===== src/inc/scc_pkg.sv =====
// constants shared by the sub-rate port configuration checker
package scc_pkg;

    // =====================================================================
    // register map (byte addresses on the plain register port)
    localparam int ADDR_W = 8;
    localparam int DATA_W = 32;
    localparam logic [7:0] ADDR_SEL = 8'h00;
    localparam logic [7:0] ADDR_CFG = 8'h04;
    localparam logic [7:0] ADDR_SAVED = 8'h08;
    localparam logic [7:0] ADDR_CMD = 8'h0C;
    localparam logic [7:0] ADDR_STATUS = 8'h10;
    localparam logic [7:0] ADDR_MASK = 8'h14;
    localparam logic [7:0] ADDR_LINK = 8'h18;
    localparam logic [7:0] ADDR_ERR = 8'h1C;

    // =====================================================================
    // port configuration word layout
    localparam int CFG_W = 23;
    localparam int STATE_BIT = 0;
    localparam int DEST_LSB = 1;
    localparam int DEST_W = 4;
    localparam int TS_LSB = 5;
    localparam int TS_W = 5;
    localparam int FRAME_LSB = 10;
    localparam int FRAME_W = 2;
    localparam int RATE_LSB = 12;
    localparam int RATE_W = 3;
    localparam int SUB_LSB = 15;
    localparam int SUB_W = 5;
    localparam int MODE_BIT = 20;
    localparam int ECOR_LSB = 21;
    localparam int ECOR_W = 2;

    // =====================================================================
    // field encodings
    localparam logic [3:0] DEST_WAN_LAST = 4'h7;
    localparam logic [3:0] DEST_SRV_FIRST = 4'h8;
    localparam logic [3:0] DEST_SRV_LAST = 4'hA;
    localparam logic [1:0] FR_A = 2'h0;
    localparam logic [1:0] FR_B5 = 2'h1;
    localparam logic [1:0] FR_B10 = 2'h2;
    localparam logic [1:0] FR_B20 = 2'h3;
    localparam logic [2:0] R_2K4 = 3'h0;
    localparam logic [2:0] R_9K6 = 3'h2;
    localparam logic [2:0] R_19K2 = 3'h3;
    localparam logic [2:0] R_56K = 3'h4;
    localparam logic [2:0] R_64K = 3'h5;
    localparam logic [2:0] R_SW56 = 3'h6;
    localparam logic [1:0] EC_OFF = 2'h0;
    localparam logic [1:0] EC_MAJ = 2'h1;
    localparam logic [1:0] EC_BCH = 2'h2;
    localparam logic [4:0] TS_FIRST = 5'h01;
    localparam logic [4:0] TS_T1_MAX = 5'h18;
    localparam logic [4:0] TS_E1_MAX = 5'h1F;
    localparam logic [4:0] TS_E1_SIG = 5'h10;
    localparam logic [4:0] SEG_FIRST = 5'h01;
    localparam logic [4:0] SEGS_B5 = 5'h05;
    localparam logic [4:0] SEGS_B10 = 5'h0A;
    localparam logic [4:0] SEGS_B20 = 5'h14;
    localparam int SEG_MAX = 20;

    // reset value: stdby, w1-1, slot 1, DS0A, 2.4k, sub slot 1, ocu, off
    localparam logic [CFG_W-1:0] CFG_DEFAULT = 23'h008020;

    // =====================================================================
    // card variants
    localparam int VAR_TWO = 0;
    localparam int VAR_FIVE = 1;
    localparam int VAR_TEN = 2;

    // =====================================================================
    // command, link, status and error bits
    localparam int CMD_SAVE = 0;
    localparam int CMD_UNDO = 1;
    localparam int CMD_EXIT = 2;
    localparam int LINK_E1 = 0;
    localparam int LINK_SIG = 1;
    localparam int STAT_W = 5;
    localparam int ST_SAVED = 0;
    localparam int ST_RANGE = 1;
    localparam int ST_SLOT = 2;
    localparam int ST_OVL = 3;
    localparam int ST_EXIT = 4;
    localparam int ERR_W = 3;
    localparam int ERR_RANGE = 0;
    localparam int ERR_SLOT = 1;
    localparam int ERR_OVL = 2;
    localparam int ERR_DIRTY = 3;
    localparam int ERR_BUSY = 4;

endpackage


===== src/core/scc_cfg_mem.sv =====
// small memory of committed port configuration words
`timescale 1ns/1ps

module scc_cfg_mem #(
    parameter int WIDTH = 23,
    parameter int DEPTH = 2,
    parameter int AW = 1
) (
    input wire logic ref_clk,
    input wire logic resetn,
    input wire logic we,
    input wire logic [AW-1:0] waddr,
    input wire logic [WIDTH-1:0] wdata,
    input wire logic [AW-1:0] raddr,
    output logic [WIDTH-1:0] rdata
);

    logic [WIDTH-1:0] mem [DEPTH];
    logic [WIDTH-1:0] rdata_ff;

    // every word must be reachable through the address
    if (DEPTH < 1 || DEPTH > (1 << AW)) begin : g_bad_depth
        $error("depth does not fit the address width");
    end

    // contents need no reset: the owner writes every word after reset
    always_ff @(posedge ref_clk) begin
        if (we) begin
            mem[waddr] <= wdata;
        end
    end

    always_ff @(posedge ref_clk) begin
        if (!resetn) begin
            rdata_ff <= '0;
        end else begin
            rdata_ff <= mem[raddr];
        end
    end

    assign rdata = rdata_ff;

endmodule


===== src/core/scc_port_cfg.sv =====
// per-port sub-rate configuration checker with staged save and undo
`timescale 1ns/1ps

module scc_port_cfg import scc_pkg::*; #(
    parameter int NUM_PORTS = 2,
    parameter int VARIANT = VAR_TWO
) (
    input wire logic ref_clk,
    input wire logic resetn,
    input wire logic [ADDR_W-1:0] addr,
    input wire logic [DATA_W-1:0] wdata,
    input wire logic wr_en,
    input wire logic rd_en,
    output logic [DATA_W-1:0] rdata,
    output logic irq,
    output logic unsaved
);

    localparam int IW = (NUM_PORTS > 1) ? $clog2(NUM_PORTS) : 1;
    localparam logic [IW-1:0] LAST_IDX = IW'(NUM_PORTS - 1);

    // =====================================================================
    // elaboration check
    if (NUM_PORTS < 1 || NUM_PORTS > ((VARIANT == VAR_TWO) ? 2 : 10)
        || VARIANT < VAR_TWO || VARIANT > VAR_TEN) begin : g_bad_cfg
        $error("port count does not fit the card variant");
    end

    typedef enum logic [1:0] {ST_IDLE, ST_SAVE, ST_UNDO} scc_seq_t;

    // =====================================================================
    // helpers
    function automatic logic [4:0] frame_len(input logic [1:0] fr);
        frame_len = (fr == FR_B5) ? SEGS_B5 : (fr == FR_B10) ? SEGS_B10 :
                    (fr == FR_B20) ? SEGS_B20 : SEG_FIRST;
    endfunction

    // segments taken: one segment is 9.6k, 4.8k or 2.4k by framing; 0 = no fit
    function automatic logic [4:0] seg_count(input logic [1:0] fr, input logic [2:0] rt);
        logic [4:0] units;
        logic [4:0] q;
        units = 5'h01 << rt;
        q = (fr == FR_B5) ? (units >> 2) : (fr == FR_B10) ? (units >> 1) : units;
        if (fr == FR_A) begin
            seg_count = 5'h01;
        end else if (rt > R_19K2) begin
            seg_count = 5'h00;
        end else begin
            seg_count = (q == 5'h00) ? 5'h01 : q;
        end
    endfunction

    function automatic logic [SEG_MAX-1:0] seg_mask(input logic [4:0] start,
                                                    input logic [4:0] cnt);
        logic [SEG_MAX-1:0] m;
        m = (SEG_MAX'(1) << cnt) - SEG_MAX'(1);
        seg_mask = m << (start - SEG_FIRST);
    endfunction

    // =====================================================================
    // state
    logic [CFG_W-1:0] pend_ff [NUM_PORTS];
    logic [IW-1:0] sel_ff, nxt_sel;
    logic [STAT_W-1:0] status_ff, nxt_status, mask_ff;
    logic [ERR_W-1:0] err_ff, nxt_err;
    logic [1:0] link_ff;
    logic dirty_ff, nxt_dirty;
    logic unsaved_ff, nxt_unsaved;
    logic irq_ff;
    logic [DATA_W-1:0] rdata_ff;
    scc_seq_t seq_ff, nxt_seq;
    logic [IW-1:0] idx_ff, nxt_idx, undo_idx_ff;
    logic undo_vld_ff;
    logic [CFG_W-1:0] saved_q;

    // =====================================================================
    // register decode
    wire sel_wr = wr_en && addr == ADDR_SEL;
    wire cfg_wr = wr_en && addr == ADDR_CFG;
    wire cmd_wr = wr_en && addr == ADDR_CMD;
    wire status_rd = rd_en && addr == ADDR_STATUS;
    wire busy = seq_ff != ST_IDLE || undo_vld_ff;
    wire [CFG_W-1:0] cur_cfg = pend_ff[sel_ff];

    assign nxt_sel = (sel_wr && wdata[IW-1:0] <= LAST_IDX && wdata[DATA_W-1:IW] == '0) ?
                     wdata[IW-1:0] : sel_ff;

    // =====================================================================
    // candidate configuration fields
    wire [CFG_W-1:0] new_cfg = wdata[CFG_W-1:0];
    wire new_act = new_cfg[STATE_BIT];
    wire [3:0] new_dest = new_cfg[DEST_LSB +: DEST_W];
    wire [4:0] new_ts = new_cfg[TS_LSB +: TS_W];
    wire [1:0] new_fr = new_cfg[FRAME_LSB +: FRAME_W];
    wire [2:0] new_rate = new_cfg[RATE_LSB +: RATE_W];
    wire [4:0] new_sub = new_cfg[SUB_LSB +: SUB_W];
    wire new_csu = new_cfg[MODE_BIT];
    wire [1:0] new_ec = new_cfg[ECOR_LSB +: ECOR_W];

    // eight WAN codes then three server codes
    wire is_srv = new_dest >= DEST_SRV_FIRST && new_dest <= DEST_SRV_LAST;
    wire dest_bad = new_dest > DEST_SRV_LAST;
    wire [4:0] ts_max = link_ff[LINK_E1] ? TS_E1_MAX : TS_T1_MAX;
    wire ts_bad = !is_srv && (new_ts < TS_FIRST || new_ts > ts_max ||
                  (link_ff[LINK_E1] && link_ff[LINK_SIG] && new_ts == TS_E1_SIG));
    wire rate_bad = new_rate > R_SW56 ||
                    (is_srv && new_rate != R_56K && new_rate != R_64K);
    // correction eligibility; switched_56k_rate fits neither list
    wire maj_ok = new_rate <= R_9K6;
    wire bch_ok = VARIANT == VAR_TWO &&
                  (new_rate == R_19K2 || new_rate == R_56K || new_rate == R_64K);
    wire ec_bad = (new_ec == EC_MAJ && !maj_ok) || (new_ec == EC_BCH && !bch_ok) ||
                  new_ec > EC_BCH;
    wire mode_bad = new_csu && VARIANT == VAR_FIVE;
    wire range_bad = dest_bad || ts_bad || rate_bad || ec_bad || mode_bad;

    wire [4:0] new_cnt = seg_count(new_fr, new_rate);
    wire [5:0] new_end = {1'b0, new_sub} + {1'b0, new_cnt} - 6'h01;
    wire slot_bad = new_sub < SEG_FIRST || new_cnt == 5'h00 ||
                    new_end > {1'b0, frame_len(new_fr)};
    wire [SEG_MAX-1:0] new_mask = seg_mask(new_sub, new_cnt);

    // overlap with other active ports in the same WAN slot
    logic ovl;
    always_comb begin
        ovl = 1'b0;
        for (int i = 0; i < NUM_PORTS; i++) begin
            if (IW'(i) != sel_ff && pend_ff[i][STATE_BIT] && new_act && !is_srv &&
                pend_ff[i][DEST_LSB +: DEST_W] == new_dest &&
                pend_ff[i][TS_LSB +: TS_W] == new_ts) begin
                // mixed framings in one slot cannot share it
                if (pend_ff[i][FRAME_LSB +: FRAME_W] != new_fr || new_fr == FR_A ||
                    (seg_mask(pend_ff[i][SUB_LSB +: SUB_W],
                              seg_count(pend_ff[i][FRAME_LSB +: FRAME_W],
                                        pend_ff[i][RATE_LSB +: RATE_W])) & new_mask) != '0) begin
                    ovl = 1'b1;
                end
            end
        end
    end

    wire cfg_try = cfg_wr && !busy;
    wire cfg_acc = cfg_try && !range_bad && !slot_bad && !ovl;
    wire cfg_rej = cfg_try && !cfg_acc;

    // =====================================================================
    // save / undo sequencer
    wire seq_last = idx_ff == LAST_IDX;
    wire go_save = cmd_wr && wdata[CMD_SAVE] && !busy;
    wire go_undo = cmd_wr && wdata[CMD_UNDO] && !wdata[CMD_SAVE] && !busy;
    wire exit_req = cmd_wr && wdata[CMD_EXIT];
    wire save_done = seq_ff == ST_SAVE && seq_last;
    wire seq_done = seq_ff != ST_IDLE && seq_last;

    // save walks pending into memory, undo walks it back
    always_comb begin
        nxt_seq = seq_ff;
        nxt_idx = idx_ff;
        case (seq_ff)
            ST_IDLE: begin
                nxt_idx = '0;
                if (go_save) begin
                    nxt_seq = ST_SAVE;
                end else if (go_undo) begin
                    nxt_seq = ST_UNDO;
                end
            end
            ST_SAVE, ST_UNDO: begin
                nxt_idx = seq_last ? '0 : idx_ff + IW'(1);
                if (seq_last) begin
                    nxt_seq = ST_IDLE;
                end
            end
            default: begin
                nxt_seq = ST_IDLE;
            end
        endcase
    end

    // memory read follows the selection so saved data matches sel_ff
    wire [IW-1:0] mem_raddr = (seq_ff == ST_UNDO) ? idx_ff : nxt_sel;

    scc_cfg_mem #(.WIDTH(CFG_W), .DEPTH(NUM_PORTS), .AW(IW)) u_saved (
        .ref_clk(ref_clk),
        .resetn(resetn),
        .we(seq_ff == ST_SAVE),
        .waddr(idx_ff),
        .wdata(pend_ff[idx_ff]),
        .raddr(mem_raddr),
        .rdata(saved_q)
    );

    // pending differs from saved until a walk finishes
    assign nxt_dirty = cfg_acc ? 1'b1 : (seq_done ? 1'b0 : dirty_ff);
    assign nxt_unsaved = (exit_req && dirty_ff) ? 1'b1 : (seq_done ? 1'b0 : unsaved_ff);

    // error flags held until the next checked write: cleared if accepted, reloaded if refused
    assign nxt_err = cfg_acc ? '0 : cfg_rej ? {ovl, slot_bad, range_bad} : err_ff;

    // =====================================================================
    // events and interrupt; a new event wins over the read clear
    wire [STAT_W-1:0] ev;
    assign ev[ST_SAVED] = save_done;
    assign ev[ST_RANGE] = cfg_rej && range_bad;
    assign ev[ST_SLOT] = cfg_rej && slot_bad;
    assign ev[ST_OVL] = cfg_rej && ovl;
    assign ev[ST_EXIT] = exit_req && dirty_ff;
    assign nxt_status = (status_rd ? '0 : status_ff) | ev;

    // =====================================================================
    // read mux
    logic [DATA_W-1:0] rd_mux;
    always_comb begin
        case (addr)
            ADDR_SEL: rd_mux = DATA_W'(sel_ff);
            ADDR_CFG: rd_mux = DATA_W'(cur_cfg);
            ADDR_SAVED: rd_mux = DATA_W'(saved_q);
            ADDR_STATUS: rd_mux = DATA_W'(status_ff);
            ADDR_MASK: rd_mux = DATA_W'(mask_ff);
            ADDR_LINK: rd_mux = DATA_W'(link_ff);
            ADDR_ERR: rd_mux = DATA_W'({busy, dirty_ff, err_ff});
            default: rd_mux = '0;
        endcase
    end

    // =====================================================================
    // registers
    always_ff @(posedge ref_clk) begin
        if (!resetn) begin
            sel_ff <= '0;
            status_ff <= '0;
            mask_ff <= '0;
            link_ff <= '0;
            err_ff <= '0;
            dirty_ff <= 1'b0;
            unsaved_ff <= 1'b0;
            irq_ff <= 1'b0;
            rdata_ff <= '0;
            seq_ff <= ST_SAVE;
            idx_ff <= '0;
            undo_vld_ff <= 1'b0;
            undo_idx_ff <= '0;
        end else begin
            sel_ff <= nxt_sel;
            status_ff <= nxt_status;
            mask_ff <= (wr_en && addr == ADDR_MASK) ? wdata[STAT_W-1:0] : mask_ff;
            link_ff <= (wr_en && addr == ADDR_LINK) ? wdata[1:0] : link_ff;
            err_ff <= nxt_err;
            dirty_ff <= nxt_dirty;
            unsaved_ff <= nxt_unsaved;
            irq_ff <= |(nxt_status & mask_ff);
            rdata_ff <= rd_en ? rd_mux : '0;
            seq_ff <= nxt_seq;
            idx_ff <= nxt_idx;
            undo_vld_ff <= seq_ff == ST_UNDO;
            undo_idx_ff <= idx_ff;
        end
    end

    // reset leaves every port in standby with defaults
    always_ff @(posedge ref_clk) begin
        for (int i = 0; i < NUM_PORTS; i++) begin
            if (!resetn) begin
                pend_ff[i] <= CFG_DEFAULT;
            end else if (cfg_acc && sel_ff == IW'(i)) begin
                pend_ff[i] <= new_cfg;
            end else if (undo_vld_ff && undo_idx_ff == IW'(i)) begin
                pend_ff[i] <= saved_q;
            end
        end
    end

    assign rdata = rdata_ff;
    assign irq = irq_ff;
    assign unsaved = unsaved_ff;
endmodule


===== config.mk =====
export PLATFORM = sky130hd
export DESIGN_NAME = scc_port_cfg
export DESIGN_NICKNAME = d
export VERILOG_FILES = /design/src/inc/scc_pkg.sv /design/src/core/scc_cfg_mem.sv /design/src/core/scc_port_cfg.sv
export SDC_FILE = /design/constraint.sdc
export NUM_CORES = 1
export LEC_CHECK = 0
export ABC_CLOCK_PERIOD_IN_PS = 19050
export CAP_MARGIN = 20
export CORE_UTILIZATION = 55
export DETAILED_ROUTE_END_ITERATION = 7
export DONT_BUFFER_PORTS = 1
export PLACE_DENSITY = 0.7
export SYNTH_ARGS = -nofsm -noshare
export SYNTH_HDL_FRONTEND = slang
export SYNTH_SLANG_ARGS = --single-unit

===== constraint.sdc =====
create_clock -name ref_clk -period 19.05 [get_ports ref_clk]
set_clock_uncertainty 0.2 [all_clocks]
set_input_delay 3.81 -clock ref_clk [delete_from_list [all_inputs] [get_ports ref_clk]]
set_output_delay 3.81 -clock ref_clk [all_outputs]
set_load 0.05 [all_outputs]

==> results of run 1 <==
## routing by layer
layer	track usage [%]	share of wire, %	up-vias
met4	13.9	3.7	0
met5	0	0	-
met2	51.7	45	558
met1	44.8	42	5020
met3	5.43	8.6	94
li1	-	-	4833
## stage by stage
stage / power (W) / area [um^2] / std cells / utilization, %
2_1_floorplan: 0.000669 / 11600 / 1355 / -
3_3_place_gp: 0.000736 / 11600 / 1534 / 56.8
3_5_place_dp: 0.000741 / 11600 / 1534 / 56.8
4_1_cts: 0.00107 / 12200 / 1566 / 59.7
5_1_grt: 0.00112 / 12200 / 1567 / 59.7
6_report: 0.00108 / 12200 / 1567 / 59.7
## logic make-up after synthesis
kind of cell | Yosys count | share of synthesized area (%)
compound gates | 361 | 22.2
xor+xnor | 46 | 3.54
fa+ha+maj | 30 | 3.28
buf+inv | 157 | 6.18
flops | 164 | 36.3
mux | 82 | 7.56
other cells | 2 | 0.0648
simple gates | 505 | 20.9
## power breakdown
group / leakage, nW / switching (W) / total (W) / internal, W
Sequential: 1.49 / 0.0000416 / 0.000493 / 0.000452
Combinational: 2.31 / 0.000158 / 0.000247 / 0.0000887
Clock: 0.286 / 0.000163 / 0.000338 / 0.000175
## Yosys cell counts (16+ instances only)
cell,instances,area share (%)
nand2_1,152,4.9
nor2_1,147,4.8
edfxtp_1,92,24
a21oi_1,74,3.2
o21ai_0,73,3.2
dfxtp_1,72,12
clkbuf_1,69,2.2
mux2i_1,56,4.8
nand3_1,54,2.3
inv_1,44,1.4
ha_1,28,3.0
nor3_1,27,1.2
xor2_1,27,2.0
mux2_2,24,2.3
a31oi_1,23,1.2
o211ai_1,18,1.2
xnor2_1,18,1.4
nor2b_1,16,0.86
## cell type report
cell class | instances | area share (%)
timing repair buffer | 20 | 1.23
tap | 270 | 2.77
clock inverter | 15 | 1.36
inverter | 47 | 1.45
sequential | 164 | 34.5
clock buffer | 17 | 3.49
multi-input combinational | 1034 | 55.2
## final timing paths
path / to / cells after the start / from / slack (ps)
hold / removal: err_ff[2] / 2 / err_ff[2] / 260
setup / recovery: pend_ff[0][9] / 15 / wdata[15] / 10040
setup reg to reg: pend_ff[0][9] / 17 / pend_ff[1][10] / 12700
hold reg to reg: err_ff[2] / 2 / err_ff[2] / 260
## flip-flops by register name, indices dropped and copies added (netlist names), named ones only
register	flops
dirty_ff	1
u_saved.rdata	23
mask_ff	5
undo_idx_ff	1
u_saved.mem	46
unsaved	1
seq_ff	2
idx_ff	1
err_ff	3
irq	1
undo_vld_ff	1
pend_ff	46
sel_ff	1
rdata	23
link_ff	2
status_ff	5
## tightest hold or removal path: cells and delay by family, from the launching register on
family / cells / cell delay, ps
and+or+nand+nor: 1 / 50
AOI/OAI and AO/OA: 1 / 50
DFF: 1 / 320
==> flow_summary.yaml, run 1 <==
status:
  status: "finished, final reports clean"
sta:
  period_share_pct: 47.3
  rsz0062_at_grt: "false"
  min_period_ps: 9010
  whs_ps: 263
  worstMarginPinSlew_ps: 1020
  hold_violations: 0
  setup_slack_ps: 10040
  slew_headroom_pct: 31.6
  tns_ps: 0
  setup_viol: 0
  max_clock_freq_ghz: 0.111
  drv_slew: 0
clock_tree:
  htreeDepth: 4
  numCtsBuffers: 17
  hold_buffers: 0
  clk_latency_ps: 440
  cts_root_buf: "clkbuf_16"
  cts_tree: "built"
  cts.sinks: 164
  clkTransAtPathRegs_ps: 80
  post_cts_resized: 0
  postCtsSetupRepairBufs: 0
  clk_path_buf_depth: 2
setup_path:
  cp-start-kind: "primary input"
  worstPathRequired_ps: 18960
  crit_type: "primary input to register"
  critPathTopFamily: "compound AO/OA/AOI/OAI gates"
  path_buf_inv: 4
  crit_slowest_cell: "ha_1"
  slowest_delay_ps: 790
  path_cells: "inv_1 > ha_1 > inv_1 > nor2_1 > o2111ai_1 > o221ai_2 > nor4_1 > a311oi_1 > o32a_1 > nand3_1 > nor4_2 > o221ai_4 > buf_4 > o211ai_1 > buf_4"
  crit_fanout: 31
  crit_path_end_kind: "register"
  worstPathArrival_ps: 8920
min_path:
  hp-class: "register to register"
global_routing:
  gr-usage-all-layers_pct: 32.9
  grt_pass1_vias: 9734
  grt_max_degree: 52
  grt_pass1_wl_mm: 55.4
  grt_antenna_before_repair: 0
  grt_overflow: 0
routing:
  drc: 0
  drt-initial-drc-count: 1026
  num_vias: 10505
  viasPerCell: 6.70
  wl_per_cell_um: 22.6
  wirelength_mm: 35.4
  dr.pass1.iters: 6
  antenna_left: 0
floorplanning:
  die_x_um: 147
  start_util_pct: 56.7
  die-area_mm2: 0.0217
  pin_count: 78
  rows: 52
  die_y_um: 147
  coreArea_mm2: 0.0204
placed_design:
  numPortBuffers: 0
  post-place-ws_ps: 9720
  globalplace.congestion: 0.997
  dpl.hpwl_mm: 25.7
pwr:
  p_leak_nw: 4.09
  p_per_area_mw_per_mm2: 88.5
  peakVddDrop_v: 0.0000778
synth:
  yosys_warnings: 0
  seq_area_frac_synth_pct: 36.3
  syn_area_mm2: 0.0116
  synthArstFlopShare_pct: 0
  synth-seq-cells: 164
  syn_avg_cell_area_um2: 8.60
  synth_enable_flop_cells: 92
  synth_cells: 1347
  synth_cell_types: 96
  synth-main-ff-cell: "edfxtp_1"
finish:
  final-seq-area_mm2: 0.00420
  layout_common_cells: "nand2_1, nor2_1, edfxtp_1, a21oi_1, o21ai_0"
  fin_nets: 1357
  area_growth_pct: 5.24
  drive_gt1_share_pct: 9.71
  final_common_cell: "nand2_1"
  fillers: 1810
  multi_input_area_mm2: 0.00673
  n_antenna_cell: 0
job:
  drv_cap: 0
No activity file was read; power rests on OpenSTA's default activity.
==> inputs of run 2 (changes only) <==
--- a/config.mk
+++ b/config.mk
@@ -5,12 +5,12 @@
 export SDC_FILE = /design/constraint.sdc
 export NUM_CORES = 1
 export LEC_CHECK = 0
-export ABC_CLOCK_PERIOD_IN_PS = 19050
+export ABC_CLOCK_PERIOD_IN_PS = 7400
 export CAP_MARGIN = 20
 export CORE_UTILIZATION = 55
 export DETAILED_ROUTE_END_ITERATION = 7
 export DONT_BUFFER_PORTS = 1
-export PLACE_DENSITY = 0.7
+export PLACE_DENSITY = 0.73
 export SYNTH_ARGS = -nofsm -noshare
 export SYNTH_HDL_FRONTEND = slang
 export SYNTH_SLANG_ARGS = --single-unit
==> constraint.sdc (replaced) <==
create_clock -name ref_clk -period 7.4 [get_ports ref_clk]
set_clock_uncertainty 0.2 [all_clocks]
set_input_delay 1.48 -clock ref_clk [delete_from_list [all_inputs] [get_ports ref_clk]]
set_output_delay 1.48 -clock ref_clk [all_outputs]
set_load 0.05 [all_outputs]
==> flow_summary.yaml, run 2 (synthesis results as in run 1) <==
global_routing:
  gr-usage-all-layers_pct: 32.1
  grt_pass1_vias: 9617
  grt_overflow: 0
  grt_pass1_wl_mm: 53.9
  grt_max_degree: 52
  grt_antenna_before_repair: 0
pwr:
  peakVddDrop_v: 0.000331
  intPower_w: 0.00188
  power_w: 0.00281
  power.share.combinational_pct: 22.7
  p_seq_share_pct: 45.1
  p_leak_nw: 4.11
  p_per_area_mw_per_mm2: 230
  p_clk_share_pct: 32.1
  switching_share_pct: 33.2
  power_switching_w: 0.000932
routing:
  antenna_left: 0
  num_vias: 10520
  viasPerCell: 6.70
  drc: 0
  dr.pass1.iters: 6
  wirelength_mm: 34.8
  wl_per_cell_um: 22.2
  drt-initial-drc-count: 1250
sta:
  period_share_pct: 82.2
  drv_slew: 0
  max_clock_freq_ghz: 0.164
  hold_violations: 0
  setup_viol: 0
  tns_ps: 0
  min_period_ps: 6080
  worstMarginPinSlew_ps: 999
  rsz0062_at_grt: "false"
  slew_headroom_pct: 32.9
floorplanning:
  pin_count: 78
  die_y_um: 147
  start_util_pct: 56.7
  die_x_um: 147
  die-area_mm2: 0.0217
  rows: 52
  coreArea_mm2: 0.0204
clock_tree:
  numCtsBuffers: 17
  clkTransAtPathRegs_ps: 70
  hold_buffers: 0
  postCtsSetupRepairBufs: 0
  cts.sinks: 164
  clk_latency_ps: 430
  cts_tree: "built"
  cts_root_buf: "clkbuf_16"
  clk_path_buf_depth: 2
  htreeDepth: 4
  post_cts_resized: 0
finish:
  final_common_cell: "nand2_1"
  layout_common_cells: "nand2_1, nor2_1, edfxtp_1, a21oi_1, o21ai_0"
  drive_gt1_share_pct: 9.85
  n_antenna_cell: 0
  area_growth_pct: 5.65
  fin_nets: 1359
  top_regs: "pend_ff x46, u_saved.mem x46"
  final_cell_area_mm2: 0.0122
status:
  status: "finished, final reports clean"
setup_path:
  crit_slowest_cell: "o311ai_1"
  crit_path_end_kind: "register"
  worstPathArrival_ps: 6050
  crit_type: "primary input to register"
  cpMostUsedCell: "buf_4"
  ff2ff_setup_slack_ps: 1880
  crit_fanout: 46
  slowest_delay_ps: 660
  cp-start-kind: "primary input"
  worstPathRequired_ps: 7370
  path_cells: "o21ai_0 > ha_1 > nand2_1 > o311ai_1 > a221oi_1 > a2111oi_2 > nor2b_1 > a2111oi_4 > nor3_1 > and4bb_1 > o221ai_4 > buf_4 > o211ai_1 > buf_4"
placed_design:
  dpl.hpwl_mm: 25.0
  globalplace.congestion: 0.962
  post_dp_cell_area_mm2: 0.0116
  numPortBuffers: 0
job:
  drv_cap: 0
min_path:
  hp-class: "register to register"
run 2: changes by cell type in the layout (fill, tap and decap cells not counted), sizes merged:
| cell | change |
|---|---|
| buf | +2 |
| bufinv | +1 |
| clkinv | -1 |
run 2: critical path, delay by kind of cell:
kind	cells	cell delay, ps
adder cells (fa/ha/maj)	1	520
AO/OA/AOI/OAI	7	2290
AND/OR/NAND/NOR	4	990
buffers and inverters	2	750
run 2: cell type report:
cell class | count | area (um^2)
Fill cell | 1766 | 8190
Multi-Input combinational cell | 1034 | 6730
Sequential cell | 164 | 4200
Clock buffer | 17 | 425
Tap cell | 270 | 338
Clock inverter | 15 | 191
Inverter | 47 | 176
Timing Repair Buffer | 22 | 173
run 2: path summary, 6_finish.rpt:
path,end,start,cells past startpoint
setup / recovery,pend_ff[0][9],wdata[10],14
hold / removal,err_ff[1],err_ff[1],2
setup reg to reg,pend_ff[0][9],pend_ff[1][11],17
hold reg to reg,err_ff[1],err_ff[1],2
run 2: power groups by stage:
stage | combinational, W | clock (W) | sequential [W]
2_1_floorplan | 0.000486 | 0 | 0.00124
3_3_place_gp | 0.000615 | 0 | 0.00128
3_5_place_dp | 0.000627 | 0 | 0.00128
4_1_cts | 0.000631 | 0.000907 | 0.00126
5_1_grt | 0.000694 | 0.000942 | 0.00128
6_report | 0.000639 | 0.000902 | 0.00127
run 2: stage by stage:
step	worst slack [ps]	cells	hold slack, ps	utilization, %
global route	1100	1569	298	59.9
detailed placement	1000	1537	260	56.9
finish	1320	1569	280	59.9
global placement	1050	1536	249	56.8
floorplan	873	1355	233	-
CTS	1440	1569	278	59.9
run 2: routing by layer:
| layer | GRT usage, % | share of wire [%] | up-vias |
|---|---|---|---|
| met5 | 0 | 0 | - |
| met4 | 11.7 | 3.0 | 0 |
| met3 | 7.02 | 9.4 | 71 |
| met2 | 49.4 | 45 | 595 |
| met1 | 44.1 | 42 | 5015 |
| li1 | - | - | 4839 |
